File: src/rtl/tdcrg_pkg.sv
// Shared constants for the reset and hit-gating front end and its controller.
// Assumes a single 100 MHz clock shared by both ends.
package tdcrg_pkg;

    // ----------------------------------------------------------------
    // Clock and timing figures
    // ----------------------------------------------------------------
    localparam int CLK_PERIOD_NS = 10;
    localparam int PWRUP_MIN_NS = 200;
    localparam int PULSE_MIN_NS = 10;
    localparam int MASTER_RISE_NS = 27;
    localparam int PARTIAL_RISE_NS = 60;
    localparam int FALL_HOLD_NS = 13;
    // Least times round up to whole cycles
    localparam int PWRUP_CYC = (PWRUP_MIN_NS + CLK_PERIOD_NS - 1) / CLK_PERIOD_NS;
    localparam int PULSE_CYC = (PULSE_MIN_NS + CLK_PERIOD_NS - 1) / CLK_PERIOD_NS;
    localparam int MASTER_RISE_CYC = (MASTER_RISE_NS + CLK_PERIOD_NS - 1) / CLK_PERIOD_NS;
    localparam int PARTIAL_RISE_CYC = (PARTIAL_RISE_NS + CLK_PERIOD_NS - 1) / CLK_PERIOD_NS;
    localparam int FALL_HOLD_CYC = (FALL_HOLD_NS + CLK_PERIOD_NS - 1) / CLK_PERIOD_NS;
    localparam int CNT_W = 8;
    // Cycles from a pin change to the device's agreed sample of it
    localparam int SYNC_LAT_CYC = 4;

    // ----------------------------------------------------------------
    // Host controller commands
    // ----------------------------------------------------------------
    typedef enum logic [2:0] {
        TDCRG_CMD_PWRUP,
        TDCRG_CMD_MASTER,
        TDCRG_CMD_PARTIAL,
        TDCRG_CMD_WRITE,
        TDCRG_CMD_READ
    } tdcrg_cmd_t;

endpackage : tdcrg_pkg

File: src/rtl/tdcrg_if.sv
// Pins between the host controller and the hit-gating front end.
// Assumes both ends run on the same ref_clk.
`timescale 1ns/1ns
`default_nettype none
interface tdcrg_if;
    logic pwrup_reset;
    logic master_reset;
    logic partial_reset;
    logic start_mask_in;
    logic stop_mask_a;
    logic stop_mask_b;
    logic stop_mask_c;
    logic stop_mask_d;
    logic chip_select_n;
    logic write_strobe_n;
    logic read_strobe_n;

    modport host (
        output pwrup_reset, master_reset, partial_reset, start_mask_in,
        output stop_mask_a, stop_mask_b, stop_mask_c, stop_mask_d,
        output chip_select_n, write_strobe_n, read_strobe_n
    );
    modport dev (
        input pwrup_reset, master_reset, partial_reset, start_mask_in,
        input stop_mask_a, stop_mask_b, stop_mask_c, stop_mask_d,
        input chip_select_n, write_strobe_n, read_strobe_n
    );
endinterface : tdcrg_if
`default_nettype wire

File: src/rtl/tdcrg_dev.sv
// Device end: reset dead windows, disable masking and port strobe decode.
// Assumes pins arrive asynchronously; hit inputs are already edge pulses.
`timescale 1ns/1ns
`default_nettype none
module tdcrg_dev #(
    parameter int LOSS_CYC = 2,
    parameter int RES_W = 8
) (
    input wire logic ref_clk,
    input wire logic rst,
    tdcrg_if.dev link,
    input wire logic ttl_sel,
    input wire logic diff_begin_in,
    input wire logic diff_end_in_a,
    input wire logic diff_end_in_b,
    input wire logic ttl_begin_in,
    input wire logic [7:0] ttl_end_in,
    input wire logic res_adjust_en,
    input wire logic [RES_W-1:0] res_target,
    input wire logic [RES_W-1:0] res_measured,
    output logic begin_hit,
    output logic [1:0] diff_end_hit,
    output logic [7:0] ttl_end_hit,
    output logic hits_open,
    output logic wr_access,
    output logic rd_access,
    output logic core_init,
    output logic [RES_W-1:0] core_trim
);

    localparam int NPIN = 10;
    // Three-stage sampler per pin; stages 2 and 3 must agree
    logic [NPIN-1:0] s1_r, s2_r, s3_r, pin_r;
    logic pin_partial, pin_master, pin_pwrup;
    logic [tdcrg_pkg::CNT_W-1:0] dead_r;
    // Hits wait out the pin sampler latency plus the pre-rise loss span
    localparam int DLY = LOSS_CYC + tdcrg_pkg::SYNC_LAT_CYC;
    logic hit_ok;
    logic [7:0] ttl_mask;

    // ----------------------------------------------------------------
    // Pin sampling
    // ----------------------------------------------------------------
    // Only stages 2 and 3 are compared; stage 1 may be metastable
    always_ff @(posedge ref_clk or posedge rst) begin
        if (rst) begin
            s1_r <= '0;
            s2_r <= '0;
            s3_r <= '0;
            pin_r <= '0; // Strobes idle, so no false access edge
        end else begin
            s1_r <= {!link.read_strobe_n, !link.write_strobe_n, !link.chip_select_n,
                link.stop_mask_d, link.stop_mask_c, link.stop_mask_b, link.stop_mask_a,
                link.start_mask_in, link.partial_reset, link.master_reset};
            s2_r <= s1_r;
            s3_r <= s2_r;
            for (int i = 0; i < NPIN; i++) begin
                if (s2_r[i] == s3_r[i]) begin
                    pin_r[i] <= s2_r[i];
                end
            end
        end
    end
    assign pin_master = pin_r[0];
    assign pin_partial = pin_r[1];

    // Power-up pin kept separate: it re-inits the core
    logic [2:0] pu_r;
    logic pwrup_r;
    always_ff @(posedge ref_clk or posedge rst) begin
        if (rst) begin
            pu_r <= '0;
            pwrup_r <= 1'b0;
        end else begin
            pu_r <= {pu_r[1:0], link.pwrup_reset};
            // Same agreement rule as the other pins, for rise and fall
            if (pu_r[1] == pu_r[2]) begin
                pwrup_r <= pu_r[1];
            end
        end
    end
    assign pin_pwrup = pwrup_r;

    // ----------------------------------------------------------------
    // Dead window after reset edges
    // ----------------------------------------------------------------
    // Pulses shorter than the minimum width are not policed; the host owns that
    logic master_d_r, partial_d_r;
    always_ff @(posedge ref_clk or posedge rst) begin
        if (rst) begin
            master_d_r <= 1'b0;
            partial_d_r <= 1'b0;
            dead_r <= '0;
        end else begin
            master_d_r <= pin_master;
            partial_d_r <= pin_partial;
            if (pin_pwrup || pin_master || pin_partial) begin
                // Held at least until fall plus the fall hold
                dead_r <= tdcrg_pkg::CNT_W'(tdcrg_pkg::FALL_HOLD_CYC);
                if (pin_partial && !partial_d_r) begin
                    dead_r <= tdcrg_pkg::CNT_W'(tdcrg_pkg::PARTIAL_RISE_CYC);
                end else if (pin_master && !master_d_r) begin
                    dead_r <= tdcrg_pkg::CNT_W'(tdcrg_pkg::MASTER_RISE_CYC);
                end else if (dead_r > tdcrg_pkg::CNT_W'(tdcrg_pkg::FALL_HOLD_CYC)) begin
                    dead_r <= dead_r - 1'b1;
                end
            end else if (dead_r != 0) begin
                dead_r <= dead_r - 1'b1;
            end
        end
    end
    // Gate open only with no reset pin high and the dead count spent
    assign hit_ok = (dead_r == 0) && !pin_master && !pin_partial && !pin_pwrup;

    // ----------------------------------------------------------------
    // Hit gating
    // ----------------------------------------------------------------
    // Each single-ended stop pair follows one stop mask
    assign ttl_mask = {{2{pin_r[6]}}, {2{pin_r[5]}}, {2{pin_r[4]}}, {2{pin_r[3]}}};

    // Hits delayed DLY cycles: a rise still in the sampler, or a partial
    // rise up to LOSS_CYC cycles later, closes the gate in time to drop them
    logic [DLY-1:0] b_dly_r;
    logic [1:0] d_dly_r [DLY];
    logic [7:0] t_dly_r [DLY];
    always_ff @(posedge ref_clk or posedge rst) begin
        if (rst) begin
            b_dly_r <= '0;
            for (int i = 0; i < DLY; i++) begin
                d_dly_r[i] <= '0;
                t_dly_r[i] <= '0;
            end
        end else begin
            b_dly_r[0] <= hit_ok && !pin_r[2]
                && (ttl_sel ? ttl_begin_in : diff_begin_in);
            d_dly_r[0] <= (ttl_sel || !hit_ok) ? 2'b00
                : ({diff_end_in_b, diff_end_in_a} & ~{pin_r[4], pin_r[3]});
            t_dly_r[0] <= (ttl_sel && hit_ok) ? (ttl_end_in & ~ttl_mask) : 8'h00;
            for (int i = 1; i < DLY; i++) begin
                b_dly_r[i] <= b_dly_r[i-1];
                d_dly_r[i] <= d_dly_r[i-1];
                t_dly_r[i] <= t_dly_r[i-1];
            end
        end
    end

    // Outputs gated by hit_ok; hits left in the delay line drop while it is low
    always_ff @(posedge ref_clk or posedge rst) begin
        if (rst) begin
            begin_hit <= 1'b0;
            diff_end_hit <= '0;
            ttl_end_hit <= '0;
            hits_open <= 1'b0;
        end else begin
            begin_hit <= b_dly_r[DLY-1] && hit_ok;
            diff_end_hit <= hit_ok ? d_dly_r[DLY-1] : 2'b00;
            ttl_end_hit <= hit_ok ? t_dly_r[DLY-1] : 8'h00;
            hits_open <= hit_ok;
        end
    end

    // ----------------------------------------------------------------
    // Host port strobes and core control
    // ----------------------------------------------------------------
    logic wr_d_r, rd_d_r;
    always_ff @(posedge ref_clk or posedge rst) begin
        if (rst) begin
            wr_d_r <= 1'b0;
            rd_d_r <= 1'b0;
            wr_access <= 1'b0;
            rd_access <= 1'b0;
            core_init <= 1'b0;
        end else begin
            wr_d_r <= pin_r[7] && pin_r[8];
            rd_d_r <= pin_r[7] && pin_r[9];
            // One pulse per strobe, taken only under chip select
            wr_access <= pin_r[7] && pin_r[8] && !wr_d_r;
            rd_access <= pin_r[7] && pin_r[9] && !rd_d_r;
            core_init <= pin_pwrup;
        end
    end

    // Trim steps one count at a time toward target resolution
    always_ff @(posedge ref_clk or posedge rst) begin
        if (rst) begin
            core_trim <= '0;
        end else if (res_adjust_en && !pin_pwrup) begin
            if (res_measured > res_target && core_trim != '1) begin
                core_trim <= core_trim + 1'b1;
            end else if (res_measured < res_target && core_trim != '0) begin
                core_trim <= core_trim - 1'b1;
            end
        end
    end

endmodule : tdcrg_dev
`default_nettype wire

File: src/flat_wrapper.sv
// flat-port wrapper written by rule: the top's interface ports become plain ports
module tdcrg_dev_flat 
#(
    parameter int LOSS_CYC = 2,
    parameter int RES_W = 8
)
  (ref_clk, rst, ttl_sel, diff_begin_in, diff_end_in_a, diff_end_in_b, ttl_begin_in, ttl_end_in, res_adjust_en, res_target, res_measured, begin_hit, diff_end_hit, ttl_end_hit, hits_open, wr_access, rd_access, core_init, core_trim, link_pwrup_reset, link_master_reset, link_partial_reset, link_start_mask_in, link_stop_mask_a, link_stop_mask_b, link_stop_mask_c, link_stop_mask_d, link_chip_select_n, link_write_strobe_n, link_read_strobe_n);
  tdcrg_if link_i ();
  input wire logic ref_clk;
  input wire logic rst;
  input wire logic ttl_sel;
  input wire logic diff_begin_in;
  input wire logic diff_end_in_a;
  input wire logic diff_end_in_b;
  input wire logic ttl_begin_in;
  input wire logic [7:0] ttl_end_in;
  input wire logic res_adjust_en;
  input wire logic [RES_W-1:0] res_target;
  input wire logic [RES_W-1:0] res_measured;
  output logic begin_hit;
  output logic [1:0] diff_end_hit;
  output logic [7:0] ttl_end_hit;
  output logic hits_open;
  output logic wr_access;
  output logic rd_access;
  output logic core_init;
  output logic [RES_W-1:0] core_trim;
  input wire logic [$bits(link_i.pwrup_reset)-1:0] link_pwrup_reset;
  input wire logic [$bits(link_i.master_reset)-1:0] link_master_reset;
  input wire logic [$bits(link_i.partial_reset)-1:0] link_partial_reset;
  input wire logic [$bits(link_i.start_mask_in)-1:0] link_start_mask_in;
  input wire logic [$bits(link_i.stop_mask_a)-1:0] link_stop_mask_a;
  input wire logic [$bits(link_i.stop_mask_b)-1:0] link_stop_mask_b;
  input wire logic [$bits(link_i.stop_mask_c)-1:0] link_stop_mask_c;
  input wire logic [$bits(link_i.stop_mask_d)-1:0] link_stop_mask_d;
  input wire logic [$bits(link_i.chip_select_n)-1:0] link_chip_select_n;
  input wire logic [$bits(link_i.write_strobe_n)-1:0] link_write_strobe_n;
  input wire logic [$bits(link_i.read_strobe_n)-1:0] link_read_strobe_n;
  assign link_i.pwrup_reset = link_pwrup_reset;
  assign link_i.master_reset = link_master_reset;
  assign link_i.partial_reset = link_partial_reset;
  assign link_i.start_mask_in = link_start_mask_in;
  assign link_i.stop_mask_a = link_stop_mask_a;
  assign link_i.stop_mask_b = link_stop_mask_b;
  assign link_i.stop_mask_c = link_stop_mask_c;
  assign link_i.stop_mask_d = link_stop_mask_d;
  assign link_i.chip_select_n = link_chip_select_n;
  assign link_i.write_strobe_n = link_write_strobe_n;
  assign link_i.read_strobe_n = link_read_strobe_n;
  tdcrg_dev #(.LOSS_CYC(LOSS_CYC), .RES_W(RES_W)) u_core (.ref_clk(ref_clk), .rst(rst), .link(link_i), .ttl_sel(ttl_sel), .diff_begin_in(diff_begin_in), .diff_end_in_a(diff_end_in_a), .diff_end_in_b(diff_end_in_b), .ttl_begin_in(ttl_begin_in), .ttl_end_in(ttl_end_in), .res_adjust_en(res_adjust_en), .res_target(res_target), .res_measured(res_measured), .begin_hit(begin_hit), .diff_end_hit(diff_end_hit), .ttl_end_hit(ttl_end_hit), .hits_open(hits_open), .wr_access(wr_access), .rd_access(rd_access), .core_init(core_init), .core_trim(core_trim));
endmodule
File: config.mk
export PLATFORM = sky130hd
export DESIGN_NAME = tdcrg_dev_flat
export DESIGN_NICKNAME = d
export VERILOG_FILES = /design/src/rtl/tdcrg_pkg.sv /design/src/rtl/tdcrg_if.sv /design/src/rtl/tdcrg_dev.sv /design/src/flat_wrapper.sv
export SDC_FILE = /design/constraint.sdc
export NUM_CORES = 1
export LEC_CHECK = 0
export ABC_AREA = 0
export BUFFER_PORTS_ARGS = -buffer_cell sky130_fd_sc_hd__buf_2
export CORE_ASPECT_RATIO = 0.75
export CORE_MARGIN = 3
export CORE_UTILIZATION = 40
export DETAILED_ROUTE_END_ITERATION = 10
export GPL_TIMING_DRIVEN = 0
export RECOVER_POWER = 50
export SKIP_CTS_REPAIR_TIMING = 1
export SLEW_MARGIN = 20
export SYNTH_ARGS = -nofsm -noshare
export SYNTH_HDL_FRONTEND = slang
export SYNTH_SLANG_ARGS = --single-unit
export TNS_END_PERCENT = 10
File: constraint.sdc
create_clock -name ref_clk -period 5.2 [get_ports ref_clk]
set_input_delay 1.56 -clock ref_clk [delete_from_list [all_inputs] [get_ports ref_clk]]
set_output_delay 1.56 -clock ref_clk [all_outputs]
set_load 0.02 [all_outputs]
**After elaboration in Yosys (flattened, before gate mapping)**

Index checks and enable logic that the tools add are counted.

- Register bits: 145
- Latch bits: 0
- Bits in writable memories: 0
- Bits in read-only memories: 0
- Word-level logic and storage cells: 112
- Memories kept: 0

- Add/sub/neg operators: 3
- $mul: 0
- Div/mod/pow operators: 0
- Magnitude comparators: 3
- Equal/unequal tests: 12
- Shift operators: 0
- Muxes and demuxes: 12
- Bitwise operators: 4
- Reductions and logical operators: 37

Operators with widths:

| cell | count |
|---|---|
| $mux 8 | 9 |
| $logic_and 1x1->1 | 16 |
| $reduce_bool 8->1 | 2 |
| $sub 8x1->8 const B | 2 |
| $logic_not 1->1 | 12 |
| $eq 1x1->1 | 11 |
| $add 8x1->8 const B | 1 |
| $and 8x8->8 | 1 |
| $gt 8x2->1 const B | 1 |
| $gt 8x8->1 | 1 |
| $logic_not 8->1 | 1 |
| $lt 8x8->1 | 1 |
| $ne 8x8->1 const B | 1 |
| $not 8->8 | 1 |
| $mux 2 | 2 |
| $reduce_bool 2->1 | 2 |
| $logic_or 1x1->1 | 3 |
| $and 2x2->2 | 1 |
| $not 2->2 | 1 |
| $reduce_and 2->1 | 1 |
| $mux 1 | 1 |

**Depth between registers and ports, before layout**

- Depth after elaboration: 7
- Mapped depth: 13
- Depth with buffers taken out: 13

**Least setup slack after synthesis**

No wires, ideal clock.

- Path type: input to register
- Start point: in res_target[1]
- End point: reg u_core.core_trim[6]
- Setup time: 125 ps
- Arrival: 4091 ps
- Required time: 5075 ps
- Path slack: 985 ps
- Cell stages on the path: 13
- Cells stage by stage: inv_1 ha_1 nor2b_1 o211ai_1 a21oi_1 o21ai_0 ha_1 a21o_1 a21oi_1 o21bai_1 a21oi_1 xnor2_1 mux2_2

- Longest elaborated chain between the ends: 4
- Elaborated cells on any way between the ends: 7
- Classes of those cells: order compare: 2; mux: 1; reduce/logical: 4

RTL lines:

| item | line | source |
|---|---|---|
| start, declared | flat_wrapper.sv:18 | `input wire logic [RES_W-1:0] res_target;` |
| $lt 8x8->1 / $gt 8x8->1 (equally long branches) | tdcrg_dev.sv:190, tdcrg_dev.sv:188 |  |
| $logic_and 1x1->1, on equally long branches | tdcrg_dev.sv:190, tdcrg_dev.sv:188 |  |
| $reduce_bool 2->1 (no source line) | - |  |
| $reduce_and 2->1 (no source line) | - |  |
| end signal, assigned | tdcrg_dev.sv:189 | `core_trim <= core_trim + 1'b1;` |
| end signal, assigned | tdcrg_dev.sv:191 | `core_trim <= core_trim - 1'b1;` |
| end, declared | tdcrg_dev.sv:28 | `output logic [RES_W-1:0] core_trim` |

Parallel ways exist; a longest one is shown, timed or not.
A chain may end at the register's enable or synchronous reset.

**Worst setup path in the final report**

- Start point: in res_target[5]
- End point: reg u_core.core_trim[6]

Same word-level chain as after synthesis.

==> impl_metrics.tcl <==
set metrics [dict create \
    rr_worst_depth 11 \
    min_path_type "reg -> reg" \
    setup_viol 0 \
    fin_nets 456 \
    worstHoldEndpoint "u_core.pu_r[1]$_DFF_PP0_" \
    via_per_inst 4.531 \
    io_buffers 65 \
    cts_buffer_depth 2 \
    min_from "u_core.pu_r[0]$_DFF_PP0_" \
    vias 2587 \
    p_total_mw 2.968 \
    crit_required_ns 5.49 \
    io-pin-count 66 \
    setup_tns_ns 0 \
    die_h_um 101.1 \
    n_antenna_cell 0 \
    crit_fanout 7 \
    die_area_um2 13430 \
    initial_core_util 0.4125 \
    synth.avg_cell_area_um2 15.67 \
    ys.warnings.count 0 \
    fillers 1013 \
    cpPeakStageDelay_ns 0.82 \
    cp.arrival_ns 4.66 \
    globalRouteOverflowTotal 0 \
    worst_path_max_delay_cell "o21ai_0" \
    ys_seq_elements 145 \
    grt_usage 0.1206 \
    ys.flop_type "dfrtp_1" \
    worst_pin_slew_ns 1.816 \
    ys_types 41 \
    cts.clk_slew.worst_paths_ns 0.07 \
    top_layer "met4" \
    period_minus_slack_ns 4.362 \
    htreeDepth 4 \
    place_congestion 0.7871 \
    routed_wl_um 7383 \
    drtIter0Drc 194 \
    die_w_um 132.8 \
    final_cell_area_um2 5966 \
    grt_pass1_wl_um 12610 \
    drc 0 \
    synth-seq-area-share 0.7519 \
    clock_sinks 145 \
    drive_gt1_frac 0.2738 \
    timing.final.ws_setup_ns 0.8381 \
    cts_buffers 17 \
    antenna_found_initial 0 \
    met1_length_um 3467 \
    postRouteAntennaNets 0 \
    violations "max-capacitance violations, max-slew violations" \
    clock_latency_ns 0.41 \
    hold_viol_final 0 \
    first_global_vias 2604 \
    whs_path_depth 0 \
    ys_async_sr_fraction 1.000 \
    wire_per_inst_um 12.93 \
    period_share 0.8388 \
    syn-num-nets 368 \
    start_kind "input port" \
    ff2ff_setup_slack_ns 2.39 \
    power_leakage_nw 2.962 \
    row_count 34 \
    area_delta_synth_final_pct 23.62 \
    path_cells "buf_2, inv_1, ha_1, a211oi_1, o21bai_1, o21ai_0, ha_1, a21o_1, a21oi_1, o21bai_1, a21oi_1, xnor2_1, mux2_2" \
    cts_tree "built" \
    max_freq_ghz 0.2293 \
    slew_headroom -0.2105 \
    status "complete, but fails checks" \
    critPathKind "in -> reg" \
    r2r_end "u_core.core_trim[6]$_DFFE_PP0P_" \
    rsz0062_at_grt "false" \
    syn_inst 308 \
    dp_worst_setup_slack_ns 0.4242 \
    endpoint_kind "flop" \
    skew_ns 0.009593 \
    clk_root_buffer_cell "clkbuf_16" \
    irDropWorstVdd_uv 234.9 \
    r2r_start "u_core.core_trim[1]$_DFFE_PP0P_" \
    syn-cell-area_um2 4826 \
    hpwl_um 4921 \
    drt_pass1_iterations 4 \
    synth_edf_count 0 \
    max-cap-violations 1 \
    hold_ws_ns 0.3366 \
    placed_cell_area_um2 5438 \
    grt_max_degree 34 \
    met3_length_um 338 \
    fp.coreArea_um2 11700 \
    drv_slew 33 \
    power_density_nw_per_um2 497.5 \
    wl_met2_um 3452 \
]
==> critical path: cells and delay by family <==
family / cells / cell delay (ns)
XOR/XNOR: 1 / 0.08
adder cells (fa/ha/maj): 2 / 0.74
multiplexers: 1 / 0.25
buffers and inverters: 2 / 0.10
AO/OA/AOI/OAI: 7 / 1.91
==> layout make-up <==
class	instances	area, um^2	area share
inverters	16	61.31	0.01028
clock inverters	15	137.6	0.02307
plain buffers	3	18.77	0.003146
clock buffers	17	425.4	0.07131
multi-input cells	144	1119	0.1875
repair buffers	69	372.9	0.06250
well taps	162	202.7	0.03398
flip-flops and latches	145	3628	0.6082
==> cells in the mapped netlist, drive strengths merged, types with 2 or more instances <==
master / number / area [um^2]
nand3: 2 / 10.01
maj3: 11 / 110.1
nor2: 9 / 33.78
dfrtp: 145 / 3628
mux2i: 2 / 20.02
nor3b: 9 / 67.56
a211oi: 2 / 15.01
o21bai: 2 / 15.01
nand4: 5 / 31.28
a21o: 2 / 15.01
or4: 3 / 26.27
inv: 16 / 60.06
xor2: 5 / 43.79
xnor2: 6 / 52.55
mux2: 4 / 45.04
or2: 2 / 12.51
nor2b: 4 / 25.02
o2111ai: 2 / 17.52
o21ai: 7 / 35.03
nand2: 6 / 22.52
and2: 14 / 87.58
ha: 16 / 200.2
clkbuf: 2 / 7.510
or3: 4 / 30.03
nor4: 4 / 40.04
a21oi: 12 / 60.06
==> sequential cells by signal (all words and copies together) (netlist names), 2 cells and up <==
name / count
u_core.dead_r: 8
u_core.t_dly_r: 48
u_core.b_dly_r: 6
u_core.d_dly_r: 12
u_core.pu_r: 3
u_core.diff_end_hit: 2
u_core.s1_r: 10
u_core.core_trim: 8
u_core.s2_r: 10
u_core.ttl_end_hit: 8
u_core.pin_r: 10
u_core.s3_r: 10
==> per-stage QoR <==
step / utilization / instances
3_3_place_gp: 0.4580 / 535
3_5_place_dp: 0.4648 / 539
4_1_cts: 0.5129 / 571
6_report: 0.5099 / 571
2_1_floorplan: - / 308
5_1_grt: 0.5099 / 571
==> how the worst max path moves through the flow <==
stage,depth (start not counted),from,slack [ns],end
after floorplan,13,res_target[1],0.98,u_core.core_trim[6]$_DFFE_PP0P_
after detailed placement,13,res_target[5],0.42,u_core.core_trim[6]$_DFFE_PP0P_
final,13,res_target[5],0.84,u_core.core_trim[6]$_DFFE_PP0P_
after global routing,14,res_target[1],0.60,u_core.core_trim[6]$_DFFE_PP0P_
after global placement,14,res_target[1],0.59,u_core.core_trim[6]$_DFFE_PP0P_
after CTS,13,res_target[5],0.86,u_core.core_trim[6]$_DFFE_PP0P_
==> cells by family after synthesis <==
family | share of synthesized area
flip-flops | 0.7519
XOR/XNOR | 0.01996
adder cells (fa/ha/maj) | 0.06845
buffers and inverters | 0.01633
multiplexers | 0.01348
AO/OA/AOI/OAI | 0.03967
AND/OR/NAND/NOR | 0.09022
==> cells in the final DEF, fill, tap and decap left out, types with 3 or more instances in the layout <==
cell | netlist | routed
buf_2 | 0 | 65
o21ai_0 | 7 | 7
clkbuf_16 | 0 | 17
mux2_2 | 4 | 4
dfrtp_1 | 145 | 145
or3_1 | 3 | 3
and2_1 | 14 | 12
inv_1 | 16 | 15
xnor2_1 | 6 | 6
maj3_1 | 11 | 11
ha_1 | 16 | 16
nor2b_1 | 4 | 4
nor4_1 | 3 | 3
inv_8 | 0 | 5
nand2_1 | 6 | 6
clkbuf_1 | 2 | 4
nor3b_1 | 9 | 9
a21oi_1 | 12 | 12
nand4_1 | 5 | 5
inv_6 | 0 | 7
nor2_1 | 9 | 9
xor2_1 | 5 | 5
==> layer usage <==
layer  track usage  vias to the layer above
met5             0                        -
met1        0.1622                     1275
met2        0.1790                       59
li1              -                     1242
met3       0.04042                       11
met4       0.05751                        0
==> power breakdown <==
part | internal [mW] | total [mW] | switching (mW)
Clock | 0.635 | 1.14 | 0.502
Sequential | 1.21 | 1.30 | 0.0868
Combinational | 0.238 | 0.529 | 0.290
Total | 2.09 | 2.97 | 0.880
Power figures use the tool's default switching activity.
